[config.mk]
export PLATFORM = sky130hd
export DESIGN_NAME = tic_top
export DESIGN_NICKNAME = d
export VERILOG_FILES = /design/src/rtl/tic_pkg.sv /design/src/rtl/tic_top.sv
export VERILOG_INCLUDE_DIRS = /design/src /design/src/rtl
export SDC_FILE = /design/constraint.sdc
export NUM_CORES = 1
export LEC_CHECK = 0
export BUFFER_PORTS_ARGS = -buffer_cell sky130_fd_sc_hd__buf_2
export CORE_AREA = 2 2 109 111
export CTS_BUF_LIST = sky130_fd_sc_hd__clkbuf_4 sky130_fd_sc_hd__clkbuf_8 sky130_fd_sc_hd__clkbuf_16
export DETAILED_ROUTE_END_ITERATION = 10
export DIE_AREA = 0 0 111 113
export PLACE_DENSITY_LB_ADDON = 0.05
export SYNTH_ARGS = -nofsm -noshare
export SYNTH_HDL_FRONTEND = slang
export SYNTH_SLANG_ARGS = --single-unit
[constraint.sdc]
create_clock -name clk_in -period 9.1 [get_ports clk_in]
set_input_delay 0.455 -clock clk_in [delete_from_list [all_inputs] [get_ports clk_in]]
set_output_delay 0.455 -clock clk_in [all_outputs]
set_load 0.02 [all_outputs]
[src/rtl/tic_defs.svh]
// Offsets, field positions, reset values and timing counts of the time interval counter
//
// Contract
// Timebase select 00/01/10/11 advances interval counter per 1/128 s, second, minute, hour.
// With single_shot set, a timeout clears interval_enable.
// With single_shot clear, the interval counter reloads at each timeout and continues.
// interval_flag is set when the interval counter equals interval_target.
// Software clears interval_flag; hardware never clears it.
// interval_enable runs the counter; clearing it stops and zeroes the counter.
// timeclock_enable gates the time clock; clearing it clears all time registers.
// Time-of-day registers accept writes while timeclock_enable is low.
// Software loads interval_target; match raises interrupt only when interrupt enabled.
// Fraction register counts 0..127 per 1/128 s; wrap increments seconds.
// Seconds count 0..59; wrap increments minutes.
// Minutes count 0..59; wrap increments hours.
// Hours count 0..23, then wrap to zero with no carry.
// Software should write one to reserved control bit 6; bit 7 reserved.
// Interval counter advances on each carry into the selected time register.
// Time chain runs from the crystal timebase and keeps counting in power-down.
// Enabled set interval_flag wakes the device and vectors to the interval interrupt.
// Auto-reload returns the counter to zero on the matching tick.
`ifndef TIC_DEFS_SVH
`define TIC_DEFS_SVH

`define TIC_ADDR_CTRL    8'ha1
`define TIC_ADDR_FRAC    8'ha2
`define TIC_ADDR_SECONDS 8'ha3
`define TIC_ADDR_MIN     8'ha4
`define TIC_ADDR_HOUR    8'ha5
`define TIC_ADDR_TARGET  8'ha6

`define TIC_BIT_CLK_EN   0
`define TIC_BIT_IVAL_EN  1
`define TIC_BIT_FLAG     2
`define TIC_BIT_ONE_SHOT 3
`define TIC_BIT_RES7     7

`define TIC_CTRL_RESET   8'h00
`define TIC_TIME_RESET   8'h00
`define TIC_TARGET_RESET 8'h00

`define TIC_FRAC_MAX     8'h7f
`define TIC_SECONDS_MAX  8'h3b
`define TIC_MIN_MAX      8'h3b
`define TIC_HOUR_MAX     8'h17

// Crystal-derived 1/128 s timebase counted in core clock cycles
`define TIC_CLK_HZ       250000000
`define TIC_FRAC_HZ      128

`endif

[src/rtl/tic_pkg.sv]
// Types shared by the time interval counter
package tic_pkg;

  typedef enum logic [1:0] {
    TIC_TB_FRAC    = 2'b00,
    TIC_TB_SECONDS = 2'b01,
    TIC_TB_MIN     = 2'b10,
    TIC_TB_HOUR    = 2'b11
  } tic_tbase_type;

  typedef struct packed {
    logic          res7;
    logic          res6;
    tic_tbase_type tsel;
    logic          single_shot;
    logic          interval_flag;
    logic          interval_enable;
    logic          timeclock_enable;
  } tic_ctrl_type;

endpackage

[src/rtl/tic_top.sv]
// Time interval counter: time-of-day chain, interval counter and control registers
`timescale 1ns/10ps
`include "tic_defs.svh"

module tic_top #(
  parameter int unsigned TICK_DIV = `TIC_CLK_HZ / `TIC_FRAC_HZ
) (
  // Clock and reset
  input  wire logic       clk_in,
  input  wire logic       reset_n_in,
  // Register port
  input  wire logic [7:0] sfr_addr_in,
  input  wire logic       sfr_wr_in,
  input  wire logic [7:0] sfr_wdata_in,
  output logic      [7:0] sfr_rdata_out,
  // Interrupt
  input  wire logic       irq_enable_in,
  output logic            irq_out
);

  localparam logic [7:0] LIMIT [4] = '{`TIC_FRAC_MAX, `TIC_SECONDS_MAX, `TIC_MIN_MAX, `TIC_HOUR_MAX};

  function automatic logic at_limit(input logic [7:0] v, input logic [7:0] lim);
    return v == lim;
  endfunction

  // Register write decode, shared by every writable register
  function automatic logic wr_hit(input logic wr, input logic [7:0] addr, input logic [7:0] reg_addr);
    return wr && (addr == reg_addr);
  endfunction

  // Reset release synchroniser
  logic [1:0] rst_sync_r;
  logic       rst_n;

  always_ff @(posedge clk_in or negedge reset_n_in) begin
    if (!reset_n_in) begin
      rst_sync_r <= 2'b00;
    end else begin
      rst_sync_r <= {rst_sync_r[0], 1'b1};
    end
  end

  assign rst_n = rst_sync_r[1];

  // State
  tic_pkg::tic_ctrl_type ctrl_r;
  tic_pkg::tic_ctrl_type ctrl_nxt;
  logic [31:0]           div_r;
  logic [31:0]           div_nxt;
  logic [7:0]            time_r [4];
  logic [7:0]            time_nxt [4];
  logic [7:0]            ival_r;
  logic [7:0]            ival_nxt;
  logic [7:0]            target_r;
  logic [7:0]            target_nxt;
  logic [7:0]            rdata_nxt;
  logic                  irq_nxt;

  logic       ctl_wr;
  logic       clk_en_fall;
  logic       ival_en_clr;
  logic       tick128;
  logic       tick_sel;
  logic       match;
  logic [7:0] ival_inc;
  logic [3:0] carry;
  logic [3:0] roll;

  assign ctl_wr      = wr_hit(sfr_wr_in, sfr_addr_in, `TIC_ADDR_CTRL);
  assign clk_en_fall = ctl_wr && ctrl_r.timeclock_enable && !sfr_wdata_in[`TIC_BIT_CLK_EN];
  // Zeroing on the clearing edge keeps a stopped counter at zero even with the time clock off
  assign ival_en_clr = ctl_wr && !sfr_wdata_in[`TIC_BIT_IVAL_EN];

  // Divider stands in for the crystal; it depends on nothing but timeclock_enable,
  // so core power-down leaves it counting
  always_comb begin
    div_nxt = div_r;
    if (!ctrl_r.timeclock_enable) begin
      div_nxt = 32'h0000_0000;
    end else if (tick128) begin
      div_nxt = 32'h0000_0000;
    end else begin
      div_nxt = div_r + 32'h0000_0001;
    end
  end

  assign tick128 = ctrl_r.timeclock_enable && (div_r == TICK_DIV - 32'd1);

  // Carry chain through fraction, seconds, minutes and hours
  assign carry[0] = tick128;
  genvar gi;
  generate
    for (gi = 0; gi < 4; gi++) begin : g_chain
      assign roll[gi] = carry[gi] && at_limit(time_r[gi], LIMIT[gi]);
      if (gi < 3) begin : g_carry
        assign carry[gi+1] = roll[gi];
      end
    end
  endgenerate

  always_comb begin
    for (int i = 0; i < 4; i++) begin
      time_nxt[i] = time_r[i];
      if (clk_en_fall) begin
        time_nxt[i] = `TIC_TIME_RESET;
      end else if (!ctrl_r.timeclock_enable && wr_hit(sfr_wr_in, sfr_addr_in, 8'(`TIC_ADDR_FRAC + i))) begin
        time_nxt[i] = sfr_wdata_in;
      end else if (roll[i]) begin
        time_nxt[i] = 8'h00;
      end else if (carry[i]) begin
        time_nxt[i] = time_r[i] + 8'h01;
      end
    end
  end

  // Timebase selection for the interval counter
  always_comb begin
    unique case (ctrl_r.tsel)
      tic_pkg::TIC_TB_FRAC:    tick_sel = tick128;
      tic_pkg::TIC_TB_SECONDS: tick_sel = roll[0];
      tic_pkg::TIC_TB_MIN:     tick_sel = roll[1];
      tic_pkg::TIC_TB_HOUR:    tick_sel = roll[2];
    endcase
  end

  assign ival_inc = ival_r + 8'h01;
  assign match    = ctrl_r.interval_enable && tick_sel && (ival_inc == target_r);

  // Control, interval counter and target
  always_comb begin
    ctrl_nxt   = ctrl_r;
    ival_nxt   = ival_r;
    target_nxt = target_r;
    if (match && ctrl_r.single_shot) begin
      ctrl_nxt.interval_enable = 1'b0;
    end
    if (ctl_wr) begin
      // Bit 6 is kept as written; bit 7 always reads zero
      ctrl_nxt      = tic_pkg::tic_ctrl_type'(sfr_wdata_in);
      ctrl_nxt.res7 = 1'b0;
    end
    // A match in the cycle of a clearing write still leaves the flag set
    if (match) begin
      ctrl_nxt.interval_flag = 1'b1;
    end
    if (!ctrl_r.interval_enable || clk_en_fall || ival_en_clr) begin
      ival_nxt = 8'h00;
    end else if (tick_sel) begin
      ival_nxt = match ? 8'h00 : ival_inc;
    end
    if (wr_hit(sfr_wr_in, sfr_addr_in, `TIC_ADDR_TARGET)) begin
      target_nxt = sfr_wdata_in;
    end
  end

  // Read data and interrupt request
  always_comb begin
    unique case (sfr_addr_in)
      `TIC_ADDR_CTRL:    rdata_nxt = ctrl_r;
      `TIC_ADDR_FRAC:    rdata_nxt = time_r[0];
      `TIC_ADDR_SECONDS: rdata_nxt = time_r[1];
      `TIC_ADDR_MIN:     rdata_nxt = time_r[2];
      `TIC_ADDR_HOUR:    rdata_nxt = time_r[3];
      `TIC_ADDR_TARGET:  rdata_nxt = target_r;
      default:           rdata_nxt = 8'h00;
    endcase
  end

  // Request level doubles as the power-down wake; vectoring is the core's job
  assign irq_nxt = ctrl_r.interval_flag && irq_enable_in;

  always_ff @(posedge clk_in or negedge rst_n) begin
    if (!rst_n) begin
      ctrl_r        <= tic_pkg::tic_ctrl_type'(`TIC_CTRL_RESET);
      div_r         <= 32'h0000_0000;
      for (int i = 0; i < 4; i++) begin
        time_r[i] <= `TIC_TIME_RESET;
      end
      ival_r        <= 8'h00;
      target_r      <= `TIC_TARGET_RESET;
      sfr_rdata_out <= 8'h00;
      irq_out       <= 1'b0;
    end else begin
      ctrl_r        <= ctrl_nxt;
      div_r         <= div_nxt;
      for (int i = 0; i < 4; i++) begin
        time_r[i] <= time_nxt[i];
      end
      ival_r        <= ival_nxt;
      target_r      <= target_nxt;
      sfr_rdata_out <= rdata_nxt;
      irq_out       <= irq_nxt;
    end
  end
endmodule // tic_top

==> impl_metrics.env, run 1 <==
export IMPL_drtIter0Drc=579
export IMPL_synth_cell_types=59
export IMPL_clk_pin_slew_ns=0.07
export IMPL_cts_buffers=9
export IMPL_placementRows=39
export IMPL_first_pass_iters=5
export IMPL_start_util_pct=49.7
export IMPL_cp_end_kind="flip-flop"
export IMPL_nets=658
export IMPL_p_clk_share_pct=41.8
export IMPL_setup_viol=0
export IMPL_max_slew_margin_pct=18.0
export IMPL_crit_chain="nor4b_1, nand4_1, or3_2, nand2_1, nor2_1"
export IMPL_switching_power_mw=0.226
export IMPL_die_width_um=111
export IMPL_cts_tree="built"
export IMPL_synthArstFlopShare_pct=100
export IMPL_viasPerCell=6.24
export IMPL_synth_seq_cells=98
export IMPL_maxCapViolations=0
export IMPL_yosys_warnings=0
export IMPL_ant_nets=0
export IMPL_start_kind="flip-flop"
export IMPL_cts_setup_buffers=0
export IMPL_via_count=4853
export IMPL_period_share_pct=33.8
export IMPL_dp_slack_ns=6.00
export IMPL_dpl_hpwl_um=10800
export IMPL_layout_commonest_cell="dfrtp_1"
export IMPL_overflow=0
export IMPL_p_per_area_nw_per_um2=150
export IMPL_portBuffers=28
export IMPL_hold_class="reg2async"
export IMPL_dpl_cell_area_um2=5860
export IMPL_fin_crit_ns=3.07
export IMPL_yosysSeqAreaShare_pct=43.8
export IMPL_power_frac_comb_pct=7.1
export IMPL_required_ns=9.28
export IMPL_antenna_found_initial=0
export IMPL_ys_flop_type="dfrtp_1"
export IMPL_final_max_slew_viol_count=0
export IMPL_layout_drive_gt1_share_pct=11.5
export IMPL_synth_top_cell_by_area="dfrtp_1"
export IMPL_antenna_cells=0
export IMPL_cts_resized=0
export IMPL_chipHeight_um=113
export IMPL_wl_um=15400
export IMPL_ctsHoldBuffers=1
export IMPL_netlist_area_um2=5600
export IMPL_yosysTopAreaCellShare_pct=43.8
export IMPL_fmax_mhz=325
export IMPL_areaGrowthSynthToFinish_pct=10.0
export IMPL_netlist_top_cells_area="dfrtp_1 44%, xor2_1 5.0%, o21ai_0 4.0%, nor2_1 3.8%, nand3_1 3.8%"
export IMPL_tightest_slew_ns=1.22
export IMPL_grt_pass1_vias=4578
export IMPL_syn_avg_cell_area_um2=9.14
export IMPL_seqPwrFrac_pct=51.1
export IMPL_root_buffer="clkbuf_16"
export IMPL_crit_arrival_ns=3.25
export IMPL_crit_fanout=31
export IMPL_p_leak_nw=2.50
export IMPL_path_class="reg2reg"
export IMPL_peakVddDrop_mv=0.114
export IMPL_die_area_um2=12500
export IMPL_num_io_pins=29
export IMPL_max_stage_delay_ns=0.83
export IMPL_grt_pass1_wl_um=25400
export IMPL_switching_share_pct=24.4
export IMPL_finalSetupTns_ns=0
export IMPL_clkSinkCount=98
export IMPL_grt_max_degree=65
export IMPL_rsz0062_at_grt="no"
export IMPL_clk_latency_ns=0.35
export IMPL_finalHoldViolCount=0
export IMPL_ff2ff_setup_slack_ns=6.03
export IMPL_crit_slowest_cell="nand2_1"
export IMPL_synth_nets=640
export IMPL_status="complete, no violations"
export IMPL_syn_inst=613
export IMPL_fin_area_um2=6160
export IMPL_grt_total_usage_pct=25.8
export IMPL_cts_path_max_buffers=2
export IMPL_synth_edf_count=0
export IMPL_wl_per_cell_um=19.9
export IMPL_finClkSkew_ns=0.00839
export IMPL_final_cell_mix="97 x dfrtp_1, 57 x nor2_1, 51 x nand2_1"
export IMPL_drc_errors=0
export IMPL_place_congestion=0.916
export IMPL_h_tree_depth=3
export IMPL_fin_ws_ns=6.03
export IMPL_core_area_um2=11300
export IMPL_p_int_mw=0.698
## path summary, 6_finish.rpt
| path | start | end | cells after the start |
|---|---|---|---|
| worst max-delay path | ctrl_r[0] | div_r[31] | 5 |
| worst min-delay path | rst_sync_r[1] | div_r[0] | 0 |
| worst max register to register | ctrl_r[0] | div_r[31] | 5 |
| worst min register to register | rst_sync_r[1] | div_r[0] | 0 |
| max in group asynchronous | rst_sync_r[1] | ival_r[2] | 1 |
| min in group clk_in | irq_enable_in | irq_out | 2 |
## final cells by class
class	instances	area (µm²)
Inverter	9	33.8
Multi-Input combinational cell	480	3020
Tap cell	143	179
Fill cell	1013	5110
Clock inverter	3	40.0
Timing Repair Buffer	33	180
Sequential cell	98	2460
Clock buffer	12	254
## flip-flops by register name, indices dropped and copies added, names as in the netlist
register	cells
rst_sync_r	2
time_r	32
irq_out	1
ival_r	8
sfr_rdata_out	8
div_r	32
ctrl_r	7
target_r	8
## logic make-up (layout without fill, tap and decap cells)
group / count (synthesis) / count (layout) / share of synthesized area, %
AND/OR/NAND/NOR: 266 / 266 / 25.5
AO/OA/AOI/OAI: 135 / 135 / 14.9
multiplexers: 17 / 17 / 3.33
other: 1 / 1 / 0.0669
buffers and inverters: 35 / 57 / 2.43
adder cells (fa/ha/maj): 7 / 7 / 1.56
flip-flops: 98 / 98 / 43.8
XOR/XNOR: 54 / 54 / 8.44
## critical path, delay by kind of cell, from the launching register on
kind | cells | cell delay (ns)
simple gates | 5 | 2.30
flops | 1 | 0.60
## stage by stage
step | util, % | hold WS [ns] | power [mW] | instances
4_1_cts | 54.7 | 0.295 | 0.931 | 778
2_1_floorplan | - | 0.159 | 0.514 | 613
3_3_place_gp | 52.0 | 0.242 | 0.543 | 762
3_5_place_dp | 52.0 | 0.244 | 0.544 | 762
5_1_grt | 54.7 | 0.318 | 0.962 | 778
6_report | 54.7 | 0.279 | 0.924 | 778
## power by group through the flow
stage	clock (mW)	combinational, mW	sequential, mW
finish	0.387	0.0653	0.472
floorplan	0	0.0409	0.473
global placement	0	0.0634	0.479
CTS	0.395	0.0652	0.471
detailed placement	0	0.0645	0.479
global route	0.415	0.0728	0.474
## cells in the mapped netlist, drive strengths merged (4+ instances only)
cell / number
inv: 9
a22oi: 22
dfrtp: 98
mux2i: 4
nand4: 16
nor3: 15
nor2b: 4
ha: 7
nor4b: 7
clkbuf: 22
o21ai: 45
nor4: 14
nand3: 42
nor2: 57
mux2: 13
a211oi: 8
and2: 5
nand2b: 4
and3: 19
xnor2: 22
a22o: 6
a21oi: 35
buf: 4
nand2: 51
and4: 5
or3: 10
xor2: 32
## routing by layer
| layer | up-vias | global-route usage, % | share of wire [%] |
|---|---|---|---|
| li1 | 2290 | - | - |
| met3 | 27 | 4.18 | 7.0 |
| met5 | - | 0 | 0 |
| met2 | 191 | 40.0 | 46 |
| met4 | 0 | 10.3 | 2.3 |
| met1 | 2345 | 36.4 | 45 |
No activity file was read; power rests on OpenSTA's default activity.
==> inputs of run 2 (changes only) <==
Clock period 9.1 ns to 2.7 ns, I/O delays scaled along.
==> run 2 against run 1 <==
  * Cell count grew 4.4%
  * Die area is the same
  * Utilization grew 2.5 points
  * Fmax grew 18%
  * Largest cell class unchanged
  * Highest routed layer unchanged
==> impl_metrics.env, run 2 (synthesized netlist as in run 1, its figures left out) <==
export IMPL_max_stage_delay_ns=0.52
export IMPL_overflow=0
export IMPL_fmax_mhz=385
export IMPL_setup_viol=0
export IMPL_hold_class="in2async"
export IMPL_layout_drive_gt1_share_pct=16.4
export IMPL_finalHoldViolCount=0
export IMPL_tightest_slew_ns=0.650
export IMPL_max_slew_margin_pct=56.7
export IMPL_antenna_found_initial=0
export IMPL_crit_arrival_ns=2.83
export IMPL_finClkSkew_ns=0.00661
export IMPL_cts_path_max_buffers=2
export IMPL_clk_latency_ns=0.35
export IMPL_h_tree_depth=3
export IMPL_portBuffers=28
export IMPL_seqCellArea_um2=2460
export IMPL_final_cell_mix="97 x dfrtp_1, 57 x nor2_1, 51 x nand2_1"
export IMPL_cts_buffers=9
export IMPL_grt_max_degree=49
export IMPL_layout_commonest_cell="dfrtp_1"
export IMPL_status="complete, no violations"
export IMPL_grt_total_usage_pct=27.0
export IMPL_drtIter0Drc=443
export IMPL_grt_pass1_vias=4702
export IMPL_core_area_um2=11300
export IMPL_nets=691
export IMPL_chipHeight_um=113
export IMPL_period_share_pct=96.1
export IMPL_via_count=5010
export IMPL_top_regs="div_r (32), time_r (32)"
export IMPL_n_fill_cell=1023
export IMPL_fin_crit_ns=2.60
export IMPL_p_leak_nw=2.66
export IMPL_p_per_area_nw_per_um2=478
export IMPL_crit_fanout=5
export IMPL_finalSetupTns_ns=0
export IMPL_crit_chain="ha_1, nor4b_1, nand4_1, or4_1, buf_4, o21ai_0, o21ai_0, a32o_1"
export IMPL_start_kind="flip-flop"
export IMPL_required_ns=2.94
export IMPL_drc_errors=0
export IMPL_grt_pass1_wl_um=26500
export IMPL_place_congestion=0.936
export IMPL_wl_um=16100
export IMPL_areaGrowthSynthToFinish_pct=15.0
export IMPL_num_io_pins=29
export IMPL_peakVddDrop_mv=0.284
export IMPL_root_buffer="clkbuf_16"
export IMPL_totalPowerFinal_mw=3.08
export IMPL_critPathMostFrequentCell="o21ai_0"
export IMPL_path_class="reg2reg"
export IMPL_clk_pin_slew_ns=0.07
export IMPL_viasPerCell=6.17
export IMPL_multiInputGateArea_um2=3050
export IMPL_clkSinkCount=98
export IMPL_ff2ff_setup_slack_ns=0.10
export IMPL_wl_per_cell_um=19.8
export IMPL_ant_nets=0
export IMPL_dpl_hpwl_um=11600
export IMPL_maxCapViolations=0
export IMPL_cts_tree="built"
export IMPL_first_pass_iters=5
export IMPL_crit_slowest_cell="or4_1"
export IMPL_antenna_cells=0
export IMPL_cp_end_kind="flip-flop"
export IMPL_placementRows=39
export IMPL_die_width_um=111
export IMPL_start_util_pct=49.7
export IMPL_die_area_um2=12500
export IMPL_final_max_slew_viol_count=0
export IMPL_rsz0062_at_grt="no"
-- run 2: cell type report --
type | instances | share of cell area [%]
clock buffer | 12 | 3.94
timing repair buffer | 66 | 6.88
tap | 143 | 2.78
multi-input combinational | 480 | 47.3
sequential | 98 | 38.1
inverter | 9 | 0.524
clock inverter | 4 | 0.427
-- run 2: worst max-delay path, delay by kind of cell (launching register included) --
kind / cells / cell delay [ns]
AO/OA/AOI/OAI: 3 / 0.49
adder cells (fa/ha/maj): 1 / 0.27
buffers and inverters: 1 / 0.20
flip-flops: 1 / 0.44
AND/OR/NAND/NOR: 3 / 1.09
-- run 2: power by group --
group | switching [mW] | internal, mW
sequential | 0.0783 | 1.51
clock | 0.569 | 0.672
combinational | 0.145 | 0.106
total | 0.792 | 2.29
-- run 2: stage by stage --
stage          util (%)  cell area, µm²  hold slack (ns)  setup WS [ns]  instances
3_5_place_dp       54.2            6100          -0.0785         0.0458        793
6_report           57.2            6440           0.0981          0.105        812
5_1_grt            57.2            6440           0.0961        0.00570        812
4_1_cts            56.8            6410           0.0864        0.00306        811
3_3_place_gp       54.2            6100          -0.0807         0.0398        793
2_1_floorplan         -            5600           -0.161          0.335        613
-- run 2: metal layers --
metal | up-vias | part of all wire [%] | global-route usage, %
met1 | 2450 | 49 | 41.5
met3 | 20 | 6.0 | 3.27
met2 | 180 | 44 | 40.4
li1 | 2360 | - | -
met4 | 0 | 1.4 | 7.58
met5 | - | 0 | 0
-- run 2: what timing repair did --
action | 4_1_cts | 5_1_grt
gates resized for setup | 0 | 6
hold buffers | 2 | 0
setup endpoints to repair | 0 | 7
endpoints found under the hold margin | 3 | 0
setup buffers | 0 | 1
-- run 2: worst paths after layout --
path	startpoint	cells after the start	to
worst min-delay path	reset_n_in	2	rst_sync_r[1]
max in group asynchronous	rst_sync_r[1]	1	time_r[17]
worst min register to register	rst_sync_r[1]	0	time_r[26]
worst max-delay path	time_r[17]	8	time_r[0]
worst max register to register	time_r[17]	8	time_r[0]
min in group clk_in	sfr_wdata_in[1]	3	ctrl_r[1]
